File: config.mk
export PLATFORM = sky130hd
export DESIGN_NAME = abs_bus_slave
export DESIGN_NICKNAME = d
export VERILOG_FILES = /design/src/hw/abs_pkg.sv /design/src/hw/abs_ready_if.sv /design/src/hw/abs_ready_gen.sv /design/src/hw/abs_bus_slave.sv
export SDC_FILE = /design/constraint.sdc
export NUM_CORES = 1
export LEC_CHECK = 0
export BUFFER_PORTS_ARGS = -buffer_cell sky130_fd_sc_hd__buf_2
export CORE_ASPECT_RATIO = 1.5
export CORE_UTILIZATION = 45
export DETAILED_ROUTE_END_ITERATION = 10
export GPL_ROUTABILITY_DRIVEN = 0
export GPL_TIMING_DRIVEN = 1
export HOLD_SLACK_MARGIN = 0.1
export PLACE_DENSITY = 0.79
export SYNTH_ARGS = -nofsm -noshare
export SYNTH_HDL_FRONTEND = slang
export SYNTH_SLANG_ARGS = --single-unit
export TNS_END_PERCENT = 20
File: constraint.sdc
create_clock -name ref_clk -period 1.65 [get_ports ref_clk]
set_input_delay 0.0825 -clock ref_clk [delete_from_list [all_inputs] [get_ports ref_clk]]
set_output_delay 0.0825 -clock ref_clk [all_outputs]
set_load 0.02 [all_outputs]
File: src/hw/abs_pkg.sv
// constants and types shared by the adapter bus slave response logic
package abs_pkg;

  // ************************************************************
  // bus pin vector layout after synchronising
  // ************************************************************
  localparam int PIN_COUNT = 11;
  localparam int PIN_CMD = 10;
  localparam int PIN_ADL = 9;
  localparam int PIN_MEMIO = 8;
  localparam int PIN_S0 = 7;
  localparam int PIN_S1 = 6;
  localparam int PIN_ADDR_HI = 5;
  localparam int PIN_ADDR_LO = 3;
  localparam int PIN_SETUP = 2;
  localparam int PIN_REFRESH = 1;
  localparam int PIN_CHANNEL_RESET = 0;
  // idle levels of the bus pins: strobes high, reset low
  localparam logic [PIN_COUNT-1:0] PIN_IDLE_VALUE = 11'h606;

  // ************************************************************
  // cycle status codes {memory-or-io, status 0, status 1}
  // ************************************************************
  localparam logic [2:0] CODE_IO_WRITE = 3'h1;
  localparam logic [2:0] CODE_IO_READ = 3'h2;
  localparam logic [2:0] CODE_MEM_WRITE = 3'h5;
  localparam logic [2:0] CODE_MEM_READ = 3'h6;
  localparam logic [2:0] CODE_RESET_VALUE = 3'h0;
  localparam logic [2:0] ADDR_RESET_VALUE = 3'h0;
  localparam logic [1:0] MODE_RESET_VALUE = 2'h0;

  typedef enum logic [1:0] {
    CYC_IDLE,
    CYC_ADDR,
    CYC_CMD
  } abs_cycle_state_type;

  function automatic logic abs_code_valid(input logic [2:0] code);
    return (code == CODE_IO_WRITE) || (code == CODE_IO_READ) ||
           (code == CODE_MEM_WRITE) || (code == CODE_MEM_READ);
  endfunction : abs_code_valid

endpackage : abs_pkg

File: src/hw/abs_ready_if.sv
// signals between the cycle decoder and the ready generator
`timescale 1ns/1ps
`default_nettype none
interface abs_ready_if;
  logic cycleActive;
  logic cycleStart;
  logic syncMode;
  logic clear;
  logic readyStrobe;
  logic adapterReady;
  logic readyOut;

  modport ctl (
    output cycleActive, cycleStart, syncMode, clear, readyStrobe, adapterReady,
    input readyOut
  );
  modport gen (
    input cycleActive, cycleStart, syncMode, clear, readyStrobe, adapterReady,
    output readyOut
  );
endinterface : abs_ready_if
`default_nettype wire

File: src/hw/abs_ready_gen.sv
// card ready generation in asynchronous and synchronous extended modes
`timescale 1ns/1ps
`default_nettype none
module abs_ready_gen (
  // clock and reset
  input wire logic ref_clk,
  input wire logic rstn,
  // link to the cycle decoder
  abs_ready_if.gen rdy
);

  logic waitReg;
  logic waitNext;
  logic readyReg;
  logic readyNext;

  // ************************************************************
  // ready state
  // ************************************************************
  always_comb begin
    waitNext = waitReg;
    if (rdy.clear || !rdy.cycleActive) begin
      waitNext = 1'b0;
    end else if (rdy.syncMode && rdy.cycleStart) begin
      waitNext = 1'b1;
    end else if (rdy.readyStrobe && rdy.adapterReady) begin
      waitNext = 1'b0;
    end
    // async mode simply follows the adapter; sync mode holds until strobed
    if (rdy.syncMode) begin
      readyNext = !waitNext;
    end else begin
      readyNext = !(rdy.cycleActive && !rdy.adapterReady);
    end
    if (rdy.clear) begin
      readyNext = 1'b1;
    end
  end

  always_ff @(posedge ref_clk) begin
    if (!rstn) begin
      waitReg <= 1'b0;
      readyReg <= 1'b1;
    end else begin
      waitReg <= waitNext;
      readyReg <= readyNext;
    end
  end

  assign rdy.readyOut = readyReg;
endmodule : abs_ready_gen
`default_nettype wire

File: src/hw/abs_bus_slave.sv
// adapter bus slave: cycle decode, strobes, feedback, ready and setup gating
`timescale 1ns/1ps
`default_nettype none

// Overview of operation
// - command strobe plus latched status gives internal and external strobes
// - feedback driven low when adapter decode, from card select, is true
// - data-size output driven low only for wide-capable slaves, else undriven
// - card ready high by default, low extends the cycle
// - card ready derived from ready strobe and adapter ready inputs
// - asynchronous or synchronous extended ready mode chosen by option bit
// - low three address bits latched and select the setup register
// - channel reset returns the cycle, latch and response registers to their idle values
// - multi-function pin mode fixed at channel reset
// - setup register access allowed only while setup select is low
// - setup register access blocked while setup select is high
// - no feedback while refresh is low
// - both buffer enables inactive while refresh is low
// - channel check cleared by channel reset
// - status codes 001,010,101,110 valid, others reserved, latched with strobe
module abs_bus_slave import abs_pkg::*; (
  // clock and reset
  input wire logic ref_clk,
  input wire logic rstn,
  // bus pins from the system board
  input wire logic cmdStrobeN,
  input wire logic addressLatchStrobeN,
  input wire logic memIo,
  input wire logic statusBitZeroN,
  input wire logic statusBitOneN,
  input wire logic lowAddressBit0,
  input wire logic lowAddressBit1,
  input wire logic lowAddressBit2,
  input wire logic cardSetupSelectN,
  input wire logic refreshN,
  input wire logic channelReset,
  // bus pins to the system board
  output logic cardSelectedFeedbackN,
  output logic cardWideTransferN,
  output logic cardWideTransferOe,
  output logic cardReadyOut,
  output logic channelCheckOutN,
  // adapter logic inputs
  input wire logic cardSelectInN,
  input wire logic wideCapableIn,
  input wire logic readyStrobeIn,
  input wire logic adapterReadyIn,
  input wire logic adapterErrorIn,
  input wire logic dmaCycleIn,
  input wire logic syncReadyModeIn,
  input wire logic [1:0] multiFunctionStrapIn,
  // adapter strobes and buffer controls
  output logic readStrobe,
  output logic writeStrobe,
  output logic readStrobeN,
  output logic writeStrobeN,
  output logic bufferEnableHighByteN,
  output logic bufferEnableLowByteN,
  // setup register access
  output logic posReadStrobe,
  output logic posWriteStrobe,
  output logic [2:0] posIndex,
  output logic [1:0] multiFunctionMode
);

  // ************************************************************
  // pin synchronisers
  // ************************************************************
  logic [PIN_COUNT-1:0] pinVec;
  logic [PIN_COUNT-1:0] pinSync;

  assign pinVec = {cmdStrobeN, addressLatchStrobeN, memIo, statusBitZeroN, statusBitOneN,
                   lowAddressBit2, lowAddressBit1, lowAddressBit0,
                   cardSetupSelectN, refreshN, channelReset};

  // the first stage feeds only the second; everything reads the second
  for (genvar i = 0; i < PIN_COUNT; i++) begin : gSync
    logic metaReg;
    logic metaNext;
    logic syncReg;
    logic syncNext;
    always_comb begin
      metaNext = pinVec[i];
      syncNext = metaReg;
    end
    always_ff @(posedge ref_clk) begin
      if (!rstn) begin
        metaReg <= PIN_IDLE_VALUE[i];
        syncReg <= PIN_IDLE_VALUE[i];
      end else begin
        metaReg <= metaNext;
        syncReg <= syncNext;
      end
    end
    assign pinSync[i] = syncReg;
  end

  logic cmdS;
  logic adlS;
  logic setupS;
  logic refreshS;
  logic chResetS;
  logic clearAll;
  assign cmdS = pinSync[PIN_CMD];
  assign adlS = pinSync[PIN_ADL];
  assign setupS = pinSync[PIN_SETUP];
  assign refreshS = pinSync[PIN_REFRESH];
  assign chResetS = pinSync[PIN_CHANNEL_RESET];
  assign clearAll = chResetS;

  // ************************************************************
  // cycle tracking and latching
  // ************************************************************
  abs_cycle_state_type stateReg;
  abs_cycle_state_type stateNext;
  logic adlPrevReg;
  logic adlPrevNext;
  logic [2:0] codeReg;
  logic [2:0] codeNext;
  logic [2:0] addrReg;
  logic [2:0] addrNext;
  logic selReg;
  logic selNext;
  logic setupReg;
  logic setupNext;
  logic adlFall;

  assign adlFall = adlPrevReg && !adlS;

  always_comb begin
    stateNext = stateReg;
    adlPrevNext = adlS;
    codeNext = codeReg;
    addrNext = addrReg;
    selNext = selReg;
    setupNext = setupReg;
    if (adlFall) begin
      // status, address and decode captured together at the latch strobe
      codeNext = {pinSync[PIN_MEMIO], pinSync[PIN_S0], pinSync[PIN_S1]};
      addrNext = pinSync[PIN_ADDR_HI:PIN_ADDR_LO];
      selNext = !cardSelectInN;
      setupNext = setupS;
    end
    unique case (stateReg)
      CYC_IDLE: begin
        if (adlFall) begin
          stateNext = CYC_ADDR;
        end
      end
      CYC_ADDR: begin
        if (!cmdS) begin
          stateNext = CYC_CMD;
        end
      end
      CYC_CMD: begin
        if (cmdS) begin
          stateNext = CYC_IDLE;
        end
      end
    endcase
  end

  always_ff @(posedge ref_clk) begin
    if (!rstn || clearAll) begin
      stateReg <= CYC_IDLE;
      adlPrevReg <= 1'b1;
      codeReg <= CODE_RESET_VALUE;
      addrReg <= ADDR_RESET_VALUE;
      selReg <= 1'b0;
      setupReg <= 1'b1;
    end else begin
      stateReg <= stateNext;
      adlPrevReg <= adlPrevNext;
      codeReg <= codeNext;
      addrReg <= addrNext;
      selReg <= selNext;
      setupReg <= setupNext;
    end
  end

  // ************************************************************
  // response decode
  // ************************************************************
  logic codeOk;
  logic isRead;
  logic isWrite;
  logic cycleActive;
  logic memSel;
  logic posOk;
  logic dataPhase;

  assign codeOk = abs_code_valid(codeReg);
  assign isRead = codeReg[1:0] == CODE_IO_READ[1:0];
  assign isWrite = codeReg[1:0] == CODE_IO_WRITE[1:0];
  assign cycleActive = stateReg != CYC_IDLE;
  assign dataPhase = stateReg == CYC_CMD;
  // normal slave cycle: selected, valid code, not setup, not DMA, not refresh
  assign memSel = cycleActive && codeOk && selReg && setupReg && !dmaCycleIn && refreshS;
  assign posOk = cycleActive && codeOk && !setupReg && !dmaCycleIn && refreshS;

  logic fbNReg;
  logic fbNNext;
  logic wideOeReg;
  logic wideOeNext;
  logic rdReg;
  logic rdNext;
  logic wrReg;
  logic wrNext;
  logic posRdReg;
  logic posRdNext;
  logic posWrReg;
  logic posWrNext;
  logic bufHiNReg;
  logic bufHiNNext;
  logic bufLoNReg;
  logic bufLoNNext;
  logic chckNReg;
  logic chckNNext;
  logic memSelPrevReg;
  logic memSelPrevNext;

  always_comb begin
    fbNNext = !memSel;
    wideOeNext = memSel && wideCapableIn;
    rdNext = dataPhase && memSel && isRead;
    wrNext = dataPhase && memSel && isWrite;
    posRdNext = dataPhase && posOk && isRead;
    posWrNext = dataPhase && posOk && isWrite;
    // setup registers are byte wide so only the low lane opens for them
    bufLoNNext = !((rdNext || wrNext || posRdNext || posWrNext) && refreshS);
    bufHiNNext = !((rdNext || wrNext) && wideCapableIn && refreshS);
    // sticky: a serious fault stays reported until the channel is reset
    chckNNext = chckNReg && !adapterErrorIn;
    // remembers last clock's qualification so a cycle start is seen once
    memSelPrevNext = memSel;
  end

  always_ff @(posedge ref_clk) begin
    if (!rstn || clearAll) begin
      fbNReg <= 1'b1;
      wideOeReg <= 1'b0;
      rdReg <= 1'b0;
      wrReg <= 1'b0;
      posRdReg <= 1'b0;
      posWrReg <= 1'b0;
      bufHiNReg <= 1'b1;
      bufLoNReg <= 1'b1;
      chckNReg <= 1'b1;
      memSelPrevReg <= 1'b0;
    end else begin
      fbNReg <= fbNNext;
      wideOeReg <= wideOeNext;
      rdReg <= rdNext;
      wrReg <= wrNext;
      posRdReg <= posRdNext;
      posWrReg <= posWrNext;
      bufHiNReg <= bufHiNNext;
      bufLoNReg <= bufLoNNext;
      chckNReg <= chckNNext;
      memSelPrevReg <= memSelPrevNext;
    end
  end

  // ************************************************************
  // multi-function pin mode, caught while channel reset is high
  // ************************************************************
  logic [1:0] modeReg;
  logic [1:0] modeNext;

  always_comb begin
    modeNext = chResetS ? multiFunctionStrapIn : modeReg;
  end

  always_ff @(posedge ref_clk) begin
    if (!rstn) begin
      modeReg <= MODE_RESET_VALUE;
    end else begin
      modeReg <= modeNext;
    end
  end

  // ************************************************************
  // ready generator
  // ************************************************************
  abs_ready_if rdyIf ();

  assign rdyIf.cycleActive = memSel;
  assign rdyIf.cycleStart = memSel && (stateReg == CYC_ADDR) && !memSelPrevReg;
  assign rdyIf.syncMode = syncReadyModeIn;
  assign rdyIf.clear = clearAll;
  assign rdyIf.readyStrobe = readyStrobeIn;
  assign rdyIf.adapterReady = adapterReadyIn;

  abs_ready_gen uReady (
    .ref_clk(ref_clk),
    .rstn(rstn),
    .rdy(rdyIf.gen)
  );

  // ************************************************************
  // outputs
  // ************************************************************
  assign cardSelectedFeedbackN = fbNReg;
  assign cardWideTransferN = !wideOeReg;
  assign cardWideTransferOe = wideOeReg;
  assign cardReadyOut = rdyIf.readyOut;
  assign channelCheckOutN = chckNReg;
  assign readStrobe = rdReg;
  assign writeStrobe = wrReg;
  assign readStrobeN = !rdReg;
  assign writeStrobeN = !wrReg;
  assign bufferEnableHighByteN = bufHiNReg;
  assign bufferEnableLowByteN = bufLoNReg;
  assign posReadStrobe = posRdReg;
  assign posWriteStrobe = posWrReg;
  assign posIndex = addrReg;
  assign multiFunctionMode = modeReg;
endmodule : abs_bus_slave
`default_nettype wire

* Word-level counts from Yosys, hierarchy flattened
Cells that the tools add are included.
** Storage, ports and cells
- Input port bits :: 22
- Bits in registers :: 47
- Logic and storage cells :: 114
- Output and inout bits :: 18
** Operators by class
- Reduce and logical (&&, ||, !) cells :: 53
- Bitwise logic cells :: 1
- Equal/unequal tests :: 11
- Mux-type cells :: 8
** Operators with widths (number)
- $logic_and A1 B1 Y1 :: 25
- $logic_not A1 Y1 :: 16
- $logic_or A1 B1 Y1 :: 8
- $eq A3 B3 Y1 const B :: 2
- $mux W2 :: 3
- $ne A2 B2 Y1 const B :: 3
- $pmux W2 S3 :: 1
- $eq A2 B1 Y1 const B :: 2
- $eq A2 B2 Y1 const B :: 2
- $mux W1 :: 4
- $eq A3 B1 Y1 const B :: 1
- $eq A3 B2 Y1 const B :: 1
- $reduce_and A3 Y1 :: 1
- $logic_not A2 Y1 :: 1
- $reduce_bool A2 Y1 :: 1
- $reduce_or A2 Y1 :: 1
- $not A1 Y1 :: 1

* Logic depth before layout (Yosys ltp)
Gate-level depths: netlist (run 1).
- Word-level depth :: 16
- Gate-level depth with buffers :: 5
- Mapped depth without buffers :: 5

* By module
Synthesis (run 1) repeated with hierarchy kept, for this count alone.
** Unflattened totals
- Cells, all modules :: 147
- Area total of the unflattened synthesis :: 1511.4 µm²
** Modules (own cells, without submodules)
- abs_bus_slave :: instances 1, sequential area each 840.8 µm², area each 1423.9 µm², cells each 137
- abs_ready_gen :: instances 1, sequential area each 40.0 µm², area each 87.6 µm², cells each 10

* Worst setup path after synthesis (run 1)
OpenSTA, ideal clock, no wires.
- Kind :: reg2reg
- Start point :: register stateReg[0]
- End point :: register uReady.readyReg (netlist: uReady.rdy.readyOut)
- Clock period less this slack :: 1329 ps
- Path slack :: 321 ps
- Required time :: 1505 ps
- Cell stages (with the launch flop) :: 5
- Arrival time :: 1185 ps
- Path buffers :: 0
- Library setup time :: 145 ps
- Path through :: dfxtp_1 inv_1 ha_1 nor4_4 o221ai_1
** On the way
- Longest elaborated chain between the ends :: 13
- Elaborated cells on any way between the ends :: 18
- Classes of those cells :: eq/ne (1); mux (3); reduce/logical (14)
** RTL lines
- start, declared :: RTL line abs_bus_slave.sv:114 : abs_cycle_state_type stateReg;
- start signal, assigned :: RTL line abs_bus_slave.sv:172 : stateReg <= stateNext;
- $reduce_bool A2 Y1 :: RTL line abs_bus_slave.sv:195 : assign cycleActive = stateReg != CYC_IDLE;
- $logic_and A1 B1 Y1 (5 in series) :: RTL line abs_bus_slave.sv:198 : assign memSel = cycleActive && codeOk && selReg && setupReg && !dmaCycleIn && refreshS;
- $logic_and A1 B1 Y1 (2 in series) :: RTL line abs_bus_slave.sv:288 : assign rdyIf.cycleStart = memSel && (stateReg == CYC_ADDR) && !memSelPrevReg;
- $logic_and A1 B1 Y1 :: RTL line abs_ready_gen.sv:24 : end else if (rdy.syncMode && rdy.cycleStart) begin
- $mux W1 :: RTL line abs_ready_gen.sv:24
- $mux W1 :: RTL line abs_ready_gen.sv:22 : if (rdy.clear || !rdy.cycleActive) begin
- $logic_not A1 Y1 :: RTL line abs_ready_gen.sv:31 : readyNext = !waitNext;
- $mux W1 * :: RTL line abs_ready_gen.sv:30 : if (rdy.syncMode) begin
- end signal, assigned :: RTL line abs_ready_gen.sv:46 : readyReg <= readyNext;
- end, declared :: RTL line abs_ready_gen.sv:14 : logic readyReg;
Every way passes the cells marked *; elsewhere a longest branch is shown, timed or not.
A chain may end at the register's enable or synchronous reset.

* Worst setup path after layout (run 1)
- Start point :: register stateReg[0]
- End point :: register stateReg[0]
** On the way
- Longest elaborated chain between the ends :: 3
- Elaborated cells on any way between the ends :: 8
- Classes of those cells :: eq/ne (5); mux (1); reduce/logical (2)
** RTL lines
- $eq A2 B1 Y1, or another cell as far along :: RTL line abs_bus_slave.sv:144 : unique case (stateReg)
- $ne A2 B2 Y1 (no source line)
- $reduce_and A3 Y1 (no source line)
Parallel ways exist; a longest one is shown, timed or not.

==> flow_summary_export.csv, run 1 <==
group,metric,value,unit
timing,setup_slack,197,ps
job,drv_cap,0,
hold_path,holdPathStages,3,
worst_setup_path,crit_buf_inv,1,
timing,fin_setup_tns,0,ps
route,drc,0,
cts,cts-resized-gates,0,
power_and_ir_drop,comb_power_share,0.115,
run_status,status,"completed",
floorplan,core-area,3160,µm²
route,via_per_inst,4.76,
global_routing,grtUsageMet3,0.0563,
cells_and_area,syn_to_final_growth,33.0,%
timing,max_freq,688,MHz
power_and_ir_drop,power.internal,0.00169,W
worst_setup_path,crit_type,"flip-flop to flip-flop",
worst_setup_path,cp.arrival,1680,ps
route,postRouteAntennaNets,0,
global_routing,gr-usage-met2,0.309,
worst_setup_path,r2r-end,"stateReg[0]$_SDFFE_PP0P_",
timing,finalSetupViolations,0,
placed_design,io_buffers,38,
cts,postCtsSetupBuffers,0,
floorplan,dieHeight,72.8,µm
global_routing,grt_pass1_vias,1104,
power_and_ir_drop,leakage,0.833,nW
yosys,synth_top_area_cell,"dfxtp_1",
worst_setup_path,critPathRequiredTime,1880,ps
worst_setup_path,slowest_delay,400,ps
timing,fin_crit_sh,0.881,
global_routing,antenna_found_initial,0,
worst_setup_path,start_kind,"flip-flop",
timing,finalMaxSlewViolations,0,
power_and_ir_drop,power_switching,0.000513,W
global_routing,grt_max_degree,24,
hold_path,hp-class,"primary input to flip-flop",
timing,worst_slew_margin_rel,0.671,
cells_and_area,nNetsFinal,228,
route,routed_wl,2690,µm
timing,hold_viol,0,
worst_setup_path,crit_slowest_cell,"dfxtp_1",
yosys,synth_seq_area_share,0.586,
power_and_ir_drop,p_per_area,1100,nW/µm²
route,first_pass_iters,4,
yosys,synth_nets,171,
global_routing,grt_pass1_wl,4410,µm
global_routing,grt_busiest_layer,"met2",
global_routing,overflow,0,
power_and_ir_drop,switching_share,0.233,
timing,rsz0062_at_grt,"false",
yosys,ys_warn_count,0,
cells_and_area,diodes,0,
cells_and_area,regArea,881,µm²
route,drtIter0Drc,16,
cells_and_area,final_cell_mix,"dfxtp_1, buf_2, nand2_1",
route,wl_per_cell,11.1,µm
floorplan,die_w,49.2,µm
cells_and_area,drive_gt1_frac,0.246,
worst_setup_path,end_kind,"flip-flop",
floorplan,initial_core_util,0.476,
cts,clock-sinks,44,
power_and_ir_drop,pwr-share-seq,0.513,
placed_design,hpwl,1830,µm
hold_path,min-delay-start,"adapterReadyIn",
placed_design,pre_cts_ws,128,ps
global_routing,grtUsageTotal,0.168,
cts,clockRootBuffer,"clkbuf_8",
yosys,ys_ff_latch,44,
cells_and_area,final_common_cell,"dfxtp_1",
worst_setup_path,reg2reg_depth,4,
floorplan,io_pins,40,
cts,clockBufferDepth,2,
timing,worstMarginPinSlew,493,ps
hold_path,min_to,"uReady.rdy.readyOut$_SDFF_PP1_",
worst_setup_path,path_cells,"inv_1 > ha_1 > a221oi_2 > mux2i_1",
worst_setup_path,cp_top_family,"flip-flops",
yosys,synth_top_area_frac,0.586,
worst_setup_path,critPathMaxFanout,5,
cts,cts_tree,"yes",
cells_and_area,nFillCells,253,
cts,clkTransAtPathRegs,80,ps
worst_setup_path,ff2ff_setup_slack,200,ps
cts,cts_max_level,2,
cts,cts_inserted_buffers,5,
yosys,syn-cell-area,1500,µm²
global_routing,met1_usage,0.147,
yosys,syn_inst,145,
power_and_ir_drop,ir_drop,0.936,mV
yosys,synth_cell_types,30,
cells_and_area,multi_input_area,559,µm²
floorplan,rows,25,
power_and_ir_drop,clkPwrFrac,0.372,
floorplan,dieArea,3580,µm²
yosys,synth_area_leaders,"dfxtp_1, and2_1, nand2_1",
yosys,avgSynthCellArea,10.4,µm²
timing,finClkSkew,4.73,ps
timing,fin_crit,1450,ps
cts,clk_latency,300,ps
route,vias,1157,
worst_setup_path,timing.rr.start,"stateReg[0]$_SDFFE_PP0P_",
-- how the worst max path moves through the flow --
stage,start,end,slack (ps),cells after the start
after floorplan,stateReg[0]$_SDFFE_PP0P_,uReady.rdy.readyOut$_SDFF_PP1_,320,4
after global placement,stateReg[0]$_SDFFE_PP0P_,uReady.rdy.readyOut$_SDFF_PP1_,230,4
after detailed placement,stateReg[0]$_SDFFE_PP0P_,uReady.rdy.readyOut$_SDFF_PP1_,130,4
after CTS,stateReg[0]$_SDFFE_PP0P_,uReady.rdy.readyOut$_SDFF_PP1_,100,4
after global routing,stateReg[0]$_SDFFE_PP0P_,uReady.rdy.readyOut$_SDFF_PP1_,110,4
final,stateReg[0]$_SDFFE_PP0P_,stateReg[0]$_SDFFE_PP0P_,200,4
-- kinds of logic after synthesis --
| kind of cell | share of synthesized area |
|---|---|
| simple gates | 0.255 |
| flops | 0.586 |
| buf+inv | 0.0424 |
| compound gates | 0.0507 |
| mux | 0.0266 |
| fa+ha+maj | 0.0333 |
| xor+xnor | 0.00582 |
-- synth_stat cells --
cell      instances
dfxtp_1          44
nand2_1          18
and2_1           13
inv_1            10
nand2b_1          8
nor2b_1           6
a21oi_1           5
nor2_1            5
clkbuf_1          4
ha_1              4
mux2i_1           4
or2b_1            4
nand3_1           2
nor4_1            2
a211oi_1          1
a21boi_0          1
a221oi_2          1
a22oi_1           1
and2b_1           1
buf_6             1
nand2b_4          1
nand3b_1          1
nand4_1           1
nand4b_1          1
nor3_1            1
nor4_4            1
o21ai_0           1
o221ai_1          1
or3_1             1
xnor2_1           1
-- cell type report --
class                      instances  area share
sequential                        44       0.440
timing repair buffer              55       0.179
multi-input combinational         86       0.280
inverter                          10      0.0188
clock inverter                     3      0.0231
tap                               40      0.0250
clock buffer                       5      0.0344
-- through the flow --
stage	power [W]	cells	cell area, µm²	hold WS, ps	utilization
after global placement	0.00135	219	1730	259	0.546
after floorplan	0.00131	145	1500	175	-
final	0.00220	243	2000	132	0.633
after CTS	0.00222	243	2000	128	0.633
after global routing	0.00230	243	2000	146	0.633
after detailed placement	0.00137	219	1730	267	0.546
-- layer usage --
| metal | vias up | share of wire |
|---|---|---|
| met3 | 8 | 0.059 |
| met2 | 50 | 0.55 |
| li1 | 575 | - |
| met1 | 524 | 0.36 |
| met5 | - | 0 |
| met4 | 0 | 0.029 |
-- worst register-to-register path: stages (launching register included) --
cell and delay (ps):
dfxtp_1 400, inv_1 100, ha_1 300, a221oi_2 370, mux2i_1 220
-- power by group through the flow --
stage               sequential, W  combinational [W]  clock (W)
floorplan                 0.00115           0.000159          0
global placement          0.00115           0.000205          0
detailed placement        0.00115           0.000222          0
CTS                       0.00113           0.000252   0.000843
global route              0.00113           0.000280   0.000890
finish                    0.00113           0.000254   0.000818
-- timing repair --
| action | CTS | global route |
|---|---|---|
| hold endpoints to repair | 18 | 0 |
| setup endpoints to repair | 0 | 1 |
| hold buffers | 16 | 0 |
-- flip-flops by register name, summed over array words and instances, names as in the netlist, 2 cells and up --
name	count
stateReg	2
gSync.metaReg	10
codeReg	2
posIndex	3
gSync.syncReg	7
multiFunctionMode	2
Note: power is estimated with default switching activity, not from simulation.
==> run 2: changes to the inputs <==
- RECOVER_POWER: default -> 100
==> run 2 against run 1 <==
Combinational power is essentially flat. Critical path depth is the same. Sequential power is essentially flat. First-iteration DRC count is the same. Die area is the same. Final area shrank 1.1%. Power is essentially flat. Cell count is the same. Sequential share of layout area grew 0.50 points. Global-route usage is the same. Largest power group unchanged.
==> flow_summary_export.csv, run 2 (synthesized netlist as in run 1, its figures left out) <==
group,metric,value,unit
run_status,status,"completed",
floorplan,dieArea,3580,µm²
cells_and_area,final_common_cell,"dfxtp_1",
global_routing,grt_pass1_wl,4410,µm
timing,finalMaxSlewViolations,0,
route,first_pass_iters,4,
cts,clk_latency,300,ps
global_routing,antenna_found_initial,0,
power_and_ir_drop,ir_drop,0.937,mV
timing,max_freq,685,MHz
timing,rsz0062_at_grt,"false",
job,drv_cap,0,
cells_and_area,syn_to_final_growth,31.5,%
floorplan,initial_core_util,0.476,
worst_setup_path,critPathRequiredTime,1880,ps
route,via_per_inst,4.75,
cts,cts_max_level,2,
cts,clock-sinks,44,
floorplan,rows,25,
global_routing,overflow,0,
floorplan,dieHeight,72.8,µm
cts,cts-resized-gates,0,
hold_path,hp-class,"primary input to flip-flop",
power_and_ir_drop,leakage,0.778,nW
route,postRouteAntennaNets,0,
timing,hold_viol,0,
placed_design,io_buffers,38,
hold_path,min-delay-start,"adapterReadyIn",
floorplan,io_pins,40,
cells_and_area,diodes,0,
worst_setup_path,startpoint,"stateReg[0]$_SDFFE_PP0P_",
worst_setup_path,end_kind,"flip-flop",
hold_path,holdPathStages,3,
cts,postCtsSetupBuffers,0,
cts,clkTransAtPathRegs,80,ps
timing,fin_crit,1460,ps
route,vias,1154,
worst_setup_path,timing.rr.start,"stateReg[0]$_SDFFE_PP0P_",
cells_and_area,final_util,0.626,
worst_setup_path,reg2reg_depth,4,
floorplan,core-area,3160,µm²
worst_setup_path,start_kind,"flip-flop",
timing,worstMarginPinSlew,495,ps
floorplan,die_w,49.2,µm
placed_design,hpwl,1830,µm
cts,clockRootBuffer,"clkbuf_8",
cells_and_area,final_cell_mix,"dfxtp_1, buf_2, nand2_1, clkbuf_1, dlygate4sd3_1",
worst_setup_path,cp.arrival,1690,ps
timing,worst_slew_margin_rel,0.669,
cells_and_area,largest_reg_flops,10,
timing,finClkSkew,5.15,ps
route,wl_per_cell,11.1,µm
timing,fin_setup_tns,0,ps
power_and_ir_drop,p_per_area,1110,nW/µm²
timing,fin_crit_sh,0.885,
global_routing,grt_max_degree,24,
cts,clockBufferDepth,2,
route,drtIter0Drc,16,
global_routing,grtUsageTotal,0.168,
cells_and_area,drive_gt1_frac,0.158,
cts,cts_tree,"yes",
route,routed_wl,2710,µm
cells_and_area,nNetsFinal,228,
power_and_ir_drop,total_power,0.00220,W
worst_setup_path,crit_type,"flip-flop to flip-flop",
route,drc,0,
global_routing,grt_pass1_vias,1104,
cts,cts_inserted_buffers,5,
cells_and_area,regMostFlops,"gSync.metaReg",
worst_setup_path,critPathMaxFanout,5,
cells_and_area,nFillCells,261,
timing,finalSetupViolations,0,
-- run 2: area by class of cell --
| class | count | area [µm²] | area share |
|---|---|---|---|
| well taps | 40 | 50.0 | 0.0253 |
| clock inverters | 3 | 46.3 | 0.0234 |
| multi-input cells | 86 | 559 | 0.283 |
| clock buffers | 5 | 68.8 | 0.0348 |
| inverters | 10 | 37.5 | 0.0190 |
| flip-flops and latches | 44 | 881 | 0.445 |
| repair buffers | 55 | 335 | 0.170 |
-- run 2: final timing paths --
| kind | end | slack, ps |
|---|---|---|
| worst max-delay path | stateReg[0]$_SDFFE_PP0P_ | 190 |
| worst min-delay path | uReady.rdy.readyOut$_SDFF_PP1_ | 130 |
| worst max register to register | stateReg[0]$_SDFFE_PP0P_ | 190 |
| worst min register to register | adlPrevNext$_SDFF_PN1_ | 410 |
-- run 2: through the flow --
stage               cell area [µm²]  hold slack (ps)  setup slack, ps  instances
floorplan                      1500              175              321        145
global placement               1730              259              234        219
detailed placement             1730              267              128        219
CTS                            2000              128              104        243
global route                   1980              146              112        243
finish                         1980              133              190        243
-- run 2: timing repair --
action                                  4_1_cts  5_1_grt
hold buffers                                 16        0
hold endpoints to repair                     18        0
endpoints found under the setup margin        0        1
-- run 2: power by group --
group	total, W	internal [W]	switching [W]
Clock	0.000818	0.000456	0.000363
Combinational	0.000252	0.000127	0.000126
Sequential	0.00113	0.00110	0.0000257
Total	0.00220	0.00168	0.000514
-- run 2: layer usage --
metal / vias to the layer above / share of wire / global-route usage
li1: 575 / - / -
met1: 526 / 0.36 / 0.147
met2: 45 / 0.55 / 0.309
met3: 8 / 0.057 / 0.0563
met4: 0 / 0.029 / 0.127
met5: - / 0 / 0
-- run 2: worst max-delay path, stage by stage, from the launching register on --
cell,delay [ps]
dfxtp_1,400
inv_1,100
ha_1,310
a221oi_2,370
mux2i_1,220
